$ cat config.mk
export PLATFORM = sky130hd
export DESIGN_NAME = pwsq_top
export DESIGN_NICKNAME = d
export VERILOG_FILES = /design/src/rtl/pwsq_pkg.sv /design/src/rtl/pwsq_top.sv /design/src/rtl/pwsq_channel.sv
export SDC_FILE = /design/constraint.sdc
export NUM_CORES = 1
export LEC_CHECK = 0
export BUFFER_PORTS_ARGS = -buffer_cell sky130_fd_sc_hd__buf_2
export CORE_MARGIN = 10
export CORE_UTILIZATION = 30
export DETAILED_ROUTE_END_ITERATION = 6
export HOLD_SLACK_MARGIN = 0.03
export PLACE_DENSITY = 0.49
export SLEW_MARGIN = 20
export SYNTH_ARGS = -nofsm -noshare
export SYNTH_HDL_FRONTEND = slang
export SYNTH_SLANG_ARGS = --single-unit
export TNS_END_PERCENT = 50
$ cat constraint.sdc
create_clock -name clock -period 17 [get_ports clock]
set_input_delay 0.85 -clock clock [delete_from_list [all_inputs] [get_ports clock]]
set_output_delay 0.85 -clock clock [all_outputs]
set_load 0.01 [all_outputs]
$ cat src/rtl/pwsq_pkg.sv
// Purpose: shared constants and carriers for the pwm and square-wave block
// Assumes: 100 MHz system clock
// Notes:   square half periods are counted in system clock cycles, pwm periods in one microsecond steps
package pwsq_pkg;

    localparam int unsigned CLOCK_HZ       = 100000000;
    localparam int unsigned PWM_MAX_HZ     = 1000000;
    localparam int unsigned SQ_MAX_HZ      = 4000000;
    localparam int unsigned STEP_NS        = 1000;
    localparam int unsigned CLOCK_NS       = 10;
    // one duty step is one microsecond
    localparam int unsigned STEP_CYCLES    = STEP_NS / CLOCK_NS;
    // shortest pwm period in steps, and shortest square half period in cycles
    localparam int unsigned PWM_MIN_STEPS  = 1;
    // rounded up so the square output never passes its top rate
    localparam int unsigned SQ_MIN_HALF    =
        (CLOCK_HZ + 2 * SQ_MAX_HZ - 1) / (2 * SQ_MAX_HZ);
    localparam int unsigned PINS           = 16;
    localparam int unsigned PERIOD_W       = 16;
    localparam logic [15:0] PERIOD_RESET   = 16'h0001;
    localparam logic [15:0] DUTY_RESET     = 16'h0000;
    localparam logic [31:0] HALF_RESET     = 32'h0000_0000;

    typedef enum logic [1:0] {
        PWSQ_FN_GPIO,
        PWSQ_FN_PWM,
        PWSQ_FN_SQUARE
    } pwsq_fn_type;

    typedef struct packed {
        logic [15:0] period;
        logic [15:0] duty;
    } pwsq_pwm_cfg_type;

    typedef struct packed {
        logic [31:0] half;
    } pwsq_sq_cfg_type;

endpackage

$ cat src/rtl/pwsq_top.sv
// Purpose: pwm and shared square-wave outputs on general purpose pins
// Assumes: configuration inputs come from logic on the same clock
// Notes:   pwm and square-wave settings take effect only at period boundaries
//          square duty: below 16'h8000 off, 16'h8000 or zero half,
//          above 16'h8000 on; a square half period of 0 stops it
//          pwm duty at or above the period holds the pin high
`timescale 1ns/100ps
// Operation
// - software sets the pwm period, shortest one microsecond, so up to 1 MHz.
// - pwm duty can be set from always low to always high over the period.
// - duty resolution equals the period length in one microsecond steps.
// - each of 16 pins may select the pwm function as its alternate function.
// - square-wave pins share one frequency but each keeps its own duty.
// - square frequency runs from stopped up to 4 MHz, half high half low.
module pwsq_top #(
    parameter int PINS = 16
) (
    input  wire logic                        clock,
    input  wire logic                        nrst,
    input  wire pwsq_pkg::pwsq_pwm_cfg_type  pwm_cfg,
    input  wire logic [PINS-1:0][15:0]       pin_duty,
    input  wire pwsq_pkg::pwsq_sq_cfg_type   sq_cfg,
    input  wire logic [PINS-1:0][1:0]        pin_function,
    input  wire logic [PINS-1:0]             gpio_out,
    output logic [PINS-1:0]                  general_purpose_pin,
    output logic                             shared_square_wave_output
);
    localparam logic [6:0] STEP_LAST =
        7'(pwsq_pkg::STEP_CYCLES - 1);
    localparam logic [31:0] SQ_MIN = 32'(pwsq_pkg::SQ_MIN_HALF);
    localparam logic [15:0] PWM_MIN = 16'(pwsq_pkg::PWM_MIN_STEPS);
    localparam logic [15:0] SQ_PHASE_HIGH = 16'h7fff;
    localparam logic [15:0] SQ_PHASE_LOW  = 16'h8000;
    localparam logic [15:0] SQ_DUTY_HALF  = 16'h8000;

    // microsecond step prescaler and pwm period counter
    logic [6:0]  step_cnt;
    logic [6:0]  next_step_cnt;
    logic [15:0] count;
    logic [15:0] next_count;
    logic [15:0] period;
    logic [15:0] next_period;
    logic        step;
    logic        wrap;

    always_comb begin
        step          = (step_cnt == STEP_LAST);
        next_step_cnt = step_cnt + 7'h01;
        if (step) begin
            next_step_cnt = 7'h00;
        end
    end

    always_ff @(posedge clock or negedge nrst) begin
        if (!nrst) begin
            step_cnt <= 7'h00;
        end else begin
            step_cnt <= next_step_cnt;
        end
    end

    always_comb begin
        wrap        = step && (count + 16'h0001 >= period);
        next_count  = count;
        next_period = period;
        if (wrap) begin
            next_count = 16'h0000;
        end else if (step) begin
            next_count = count + 16'h0001;
        end
        if (wrap) begin
            if (pwm_cfg.period < PWM_MIN) begin
                next_period = PWM_MIN;
            end else begin
                next_period = pwm_cfg.period;
            end
        end
    end

    always_ff @(posedge clock or negedge nrst) begin
        if (!nrst) begin
            count    <= 16'h0000;
            period   <= pwsq_pkg::PERIOD_RESET;
        end else begin
            count    <= next_count;
            period   <= next_period;
        end
    end

    // square wave: half period in clock cycles, zero stops it
    logic [31:0] half;
    logic [31:0] next_half;
    logic [31:0] half_cfg;
    logic [31:0] sq_cnt;
    logic [31:0] next_sq_cnt;
    logic        sq;
    logic        next_sq;
    logic        sq_edge;

    always_comb begin
        half_cfg = sq_cfg.half;
        if (sq_cfg.half != 32'h0 && sq_cfg.half < SQ_MIN) begin
            half_cfg = SQ_MIN;
        end
        sq_edge     = (sq_cnt + 32'h1 >= half);
        next_half   = half;
        next_sq_cnt = sq_cnt + 32'h1;
        next_sq     = sq;
        if (half == 32'h0) begin
            next_sq_cnt = 32'h0;
            next_sq     = 1'b0;
            next_half   = half_cfg;
        end else if (sq_edge) begin
            next_sq_cnt = 32'h0;
            next_sq     = ~sq;
            if (sq) begin
                next_half = half_cfg;
            end
        end
    end

    always_ff @(posedge clock or negedge nrst) begin
        if (!nrst) begin
            half   <= pwsq_pkg::HALF_RESET;
            sq_cnt <= 32'h0;
            sq     <= 1'b0;
        end else begin
            half   <= next_half;
            sq_cnt <= next_sq_cnt;
            sq     <= next_sq;
        end
    end

    assign shared_square_wave_output = sq;

    // per pin duty on pwm and on the shared square frequency
    logic [PINS-1:0]       pwm_level;
    logic [PINS-1:0]       sq_level;
    logic                  sq_wrap;
    logic                  sq_load;
    logic [15:0]           sq_phase;
    logic [PINS-1:0][15:0] sq_duty;

    // square duty: below half is off, half follows, above half is on
    always_comb begin
        sq_wrap = sq_edge && sq && (half != 32'h0);
        // a stopped output keeps taking duty so a restart is clean
        sq_load = sq_wrap || (half == 32'h0);
        // phase of the half about to be driven, so pins track sq
        if (next_sq) begin
            sq_phase = SQ_PHASE_HIGH;
        end else begin
            sq_phase = SQ_PHASE_LOW;
        end
        for (int i = 0; i < PINS; i++) begin
            sq_duty[i] = pin_duty[i];
            if (pin_duty[i] == 16'h0000) begin
                sq_duty[i] = SQ_DUTY_HALF;
            end
        end
    end

    genvar g;
    generate
        for (g = 0; g < PINS; g = g + 1) begin : gen_pin
            // next count keeps the level in step at the wrap
            pwsq_channel u_pwm (
                .clock   (clock),
                .nrst    (nrst),
                .wrap    (wrap),
                .count   (next_count),
                .duty_in (pin_duty[g]),
                .level   (pwm_level[g])
            );
            pwsq_channel u_sq (
                .clock   (clock),
                .nrst    (nrst),
                .wrap    (sq_load),
                .count   (sq_phase),
                .duty_in (sq_duty[g]),
                .level   (sq_level[g])
            );
        end
    endgenerate

    logic [PINS-1:0] next_pins;

    always_comb begin
        for (int i = 0; i < PINS; i++) begin
            case (pin_function[i])
                2'(pwsq_pkg::PWSQ_FN_PWM): begin
                    next_pins[i] = pwm_level[i];
                end
                2'(pwsq_pkg::PWSQ_FN_SQUARE): begin
                    next_pins[i] = sq_level[i];
                end
                2'(pwsq_pkg::PWSQ_FN_GPIO): begin
                    next_pins[i] = gpio_out[i];
                end
                // the spare code also gives the plain output
                default: begin
                    next_pins[i] = gpio_out[i];
                end
            endcase
        end
    end

    always_ff @(posedge clock or negedge nrst) begin
        if (!nrst) begin
            general_purpose_pin <= '0;
        end else begin
            general_purpose_pin <= next_pins;
        end
    end
endmodule

$ cat src/rtl/pwsq_channel.sv
// Purpose: one pin's pwm comparator with period-end duty loading
// Assumes: period wrap and count come from the shared counter
// Notes:   duty equal or above period gives constant high
`timescale 1ns/100ps
module pwsq_channel (
    input  wire logic        clock,
    input  wire logic        nrst,
    input  wire logic        wrap,
    input  wire logic [15:0] count,
    input  wire logic [15:0] duty_in,
    output logic             level
);
    logic [15:0] duty;
    logic [15:0] next_duty;
    logic        next_level;

    always_comb begin
        next_duty = duty;
        if (wrap) begin
            next_duty = duty_in;
        end
        next_level = (count < next_duty);
    end

    always_ff @(posedge clock or negedge nrst) begin
        if (!nrst) begin
            duty  <= pwsq_pkg::DUTY_RESET;
            level <= 1'b0;
        end else begin
            duty  <= next_duty;
            level <= next_level;
        end
    end
endmodule

==> flow_summary.yaml <==
global_route:
  grtUsageTotal_pct: 16.4
  grt_max_degree: 172
  grt_pass1_vias: 29281
  antenna_found_initial: 35
  grt-ovfl-total: 0
  grt_first_pass_wirelength_mm: 185
worst_setup_path:
  cp_slowest_stage_delay_ps: 700
  path_common_cell: "buf_4"
  cp_slowest_cell: "buf_4"
  critical_path_class: "register to register"
  cp_data_required_time_ps: 17580
  cp-start-kind: "register"
  end_kind: "register"
  cp_max_fo: 94
  critPathArrivalTime_ps: 9010
  critPathTopFamily: "buffers and inverters"
  path_buf_inv: 6
timing:
  rsz0062_at_grt: "false"
  finalHoldViolCount: 0
  min_period_over_period_pct: 49.6
  period_needed_ps: 8440
  worstMarginPinSlew_ps: 1070
  finalSetupTns_ps: 0
  final_max_slew_viol_count: 0
  finalClockSkew_ps: 26.4
  max_freq_mhz: 119
  max_slew_margin_pct: 28.4
  setup_viol_count_final: 0
routing:
  drc: 0
  met1_length_mm: 55.6
  routed_wl_mm: 123
  wl_met2_mm: 55.8
  ant_nets: 0
  vias: 28776
  dr.pass1.iters: 5
  routed.top_layer: "met5"
  first_iter_violations: 1604
  viasPerCell: 4.80
  wl_per_cell_um: 20.5
  wl_met3_mm: 7.97
clock_network:
  cts.sinks: 664
  cts_buffer_depth: 3
  cts_tree: "built"
  cts_resized: 0
  clock-root-buffer: "clkbuf_16"
  htreeDepth: 3
  clk_latency_ps: 690
  numCtsBuffers: 86
  cts_hold_buf: 0
  post_cts_buffers: 0
  cts.clk_slew.worst_paths_ps: 60
logic_synthesis:
  yosys_warnings: 0
  syn_inst: 3756
  ys_seq_area_share_pct: 41.6
  synth_area_um2: 40000
  synth_nets: 4690
  yosys-top-cells-area: "dfrtp_1 42%, ha_1 18%, mux2i_1 11%"
  synth_top_area_share_pct: 41.5
  ys_types: 75
  synth.avg_cell_area_um2: 10.6
  ys.flop_type: "dfrtp_1"
  yosysTopAreaCell: "dfrtp_1"
  synth-edff-count: 0
  synthArstFlopShare_pct: 100
  synth_seq_cells: 664
power_and_ir_drop:
  p_switching_mw: 0.909
  power_density_nw_per_um2: 79.6
  intPower_mw: 2.81
  p_leak_nw: 24.6
  power_frac_seq_pct: 43.9
  p_total_mw: 3.72
  combPwrFrac_pct: 6.1
  peakVddDrop_mv: 0.0628
  swShare_pct: 24.4
  p_clk_share_pct: 50.0
floorplanning:
  start_util_pct: 30.3
  die_h_um: 385
  coreArea_um2: 132000
  die_area_um2: 148000
  die_w_um: 385
  io_pins: 387
  rows: 133
status:
  status: "complete, no violations"
finish:
  layout-drive-gt1-share_pct: 16.3
  final_nets: 5099
  areaGrowthSynthToFinish_pct: 17.0
  final_common_cell: "dfrtp_1"
  layout_common_cells: "663 x dfrtp_1, 590 x inv_1, 563 x ha_1, 421 x mux2i_1, 369 x buf_2"
place:
  port_buffers: 370
  dp_hpwl_mm: 85.7
  gp_congestion: 0.784
run:
  drv_cap: 0
hold_path:
  hp-class: "input port to async pin"
## final timing paths
check | startpoint | endpoint | slack [ps] | cells past startpoint
setup / recovery | sq_cnt[3]$_DFF_PN0_ | gen_pin[5].u_sq.level$_DFF_PN0_ | 8560 | 28
hold / removal | nrst | gen_pin[3].u_sq.duty[4]$_DFF_PN0_ | 120 | 1
setup reg to reg | sq_cnt[3]$_DFF_PN0_ | gen_pin[5].u_sq.level$_DFF_PN0_ | 8560 | 28
hold reg to reg | gen_pin[2].u_sq.duty[8]$_DFF_PN0_ | gen_pin[2].u_sq.duty[8]$_DFF_PN0_ | 480 | 2
max in group asynchronous | nrst | gen_pin[4].u_sq.duty[0]$_DFF_PN0_ | 13820 | 4
min in group clock | gpio_out[4] | general_purpose_pin[4]$_DFF_PN0_ | 360 | 3
## logic make-up (layout without fill, tap and decap cells)
family | Yosys count | count (layout) | share of synthesized area (%)
other | 0 | 18 | 0
AND/OR/NAND/NOR | 631 | 631 | 8.32
XOR/XNOR | 47 | 47 | 1.03
multiplexers | 506 | 506 | 12.9
flip-flops | 664 | 664 | 41.6
AO/OA/AOI/OAI | 661 | 661 | 10.9
buffers and inverters | 683 | 1155 | 7.55
adder cells (fa/ha/maj) | 564 | 564 | 17.7
## registers in the layout, summed over array words and instances, names as in the netlist
register	count
general_purpose_pin	16
period	16
count	16
gen_pin.u_sq.duty	256
gen_pin.u_pwm.level	16
gen_pin.u_sq.level	16
step_cnt	7
sq_cnt	32
gen_pin.u_pwm.duty	256
half	32
shared_square_wave_output	1
## layer usage
| metal | vias to the layer above | global-route usage (%) |
|---|---|---|
| li1 | 14141 | - |
| met4 | 20 | 4.41 |
| met2 | 580 | 26.3 |
| met3 | 180 | 3.80 |
| met1 | 13855 | 21.9 |
| met5 | - | 0 |
## cell type report
type | instances | area (um^2)
Tap cell | 1755 | 2200
Antenna cell | 18 | 45.0
Timing Repair Buffer | 412 | 2260
Inverter | 592 | 2220
Fill cell | 13307 | 85200
Clock buffer | 128 | 2570
Sequential cell | 664 | 16600
Clock inverter | 23 | 294
Multi-Input combinational cell | 2409 | 20500
## synth_stat cells, drive strengths merged, types with 17 or more instances
master   count
nand4       98
nor2        99
nand3       43
inv        591
nor3b       31
nor3        30
xnor2       34
o211ai      28
mux2        85
a41oi       17
nand2      177
o21ai      200
a2111oi     25
ha         564
buf         75
nor4        88
a21oi      135
dfrtp      663
mux2i      421
a21o       132
a211oi      43
nor2b       32
## metrics by stage
| step | utilization (%) | hold WS (ps) | instances | area, um^2 | setup WS, ps |
|---|---|---|---|---|---|
| 2_1_floorplan | - | 433 | 3756 | 40000 | 5840 |
| 3_3_place_gp | 33.2 | 453 | 5831 | 43800 | 8440 |
| 3_5_place_dp | 33.2 | 466 | 5832 | 43800 | 8420 |
| 4_1_cts | 35.4 | 102 | 5983 | 46700 | 8400 |
| 5_1_grt | 35.4 | 124 | 5987 | 46700 | 7860 |
| 6_report | 35.4 | 116 | 6001 | 46700 | 8560 |
## power by group through the flow
stage / Sequential, mW / Clock (mW) / Combinational, mW
floorplan: 1.66 / 0 / 0.0868
global placement: 1.66 / 0 / 0.229
detailed placement: 1.66 / 0 / 0.232
CTS: 1.63 / 1.93 / 0.233
global route: 1.64 / 1.99 / 0.260
finish: 1.63 / 1.86 / 0.227
## worst reg2reg max path, delay by kind of cell (launching register included)
kind	cells	cell delay, ps
simple gates	9	1910
compound gates	8	1750
xor+xnor	1	170
mux	1	420
fa+ha+maj	3	1240
flops	1	430
buf+inv	6	2440
No activity file was read; power rests on OpenSTA's default activity.
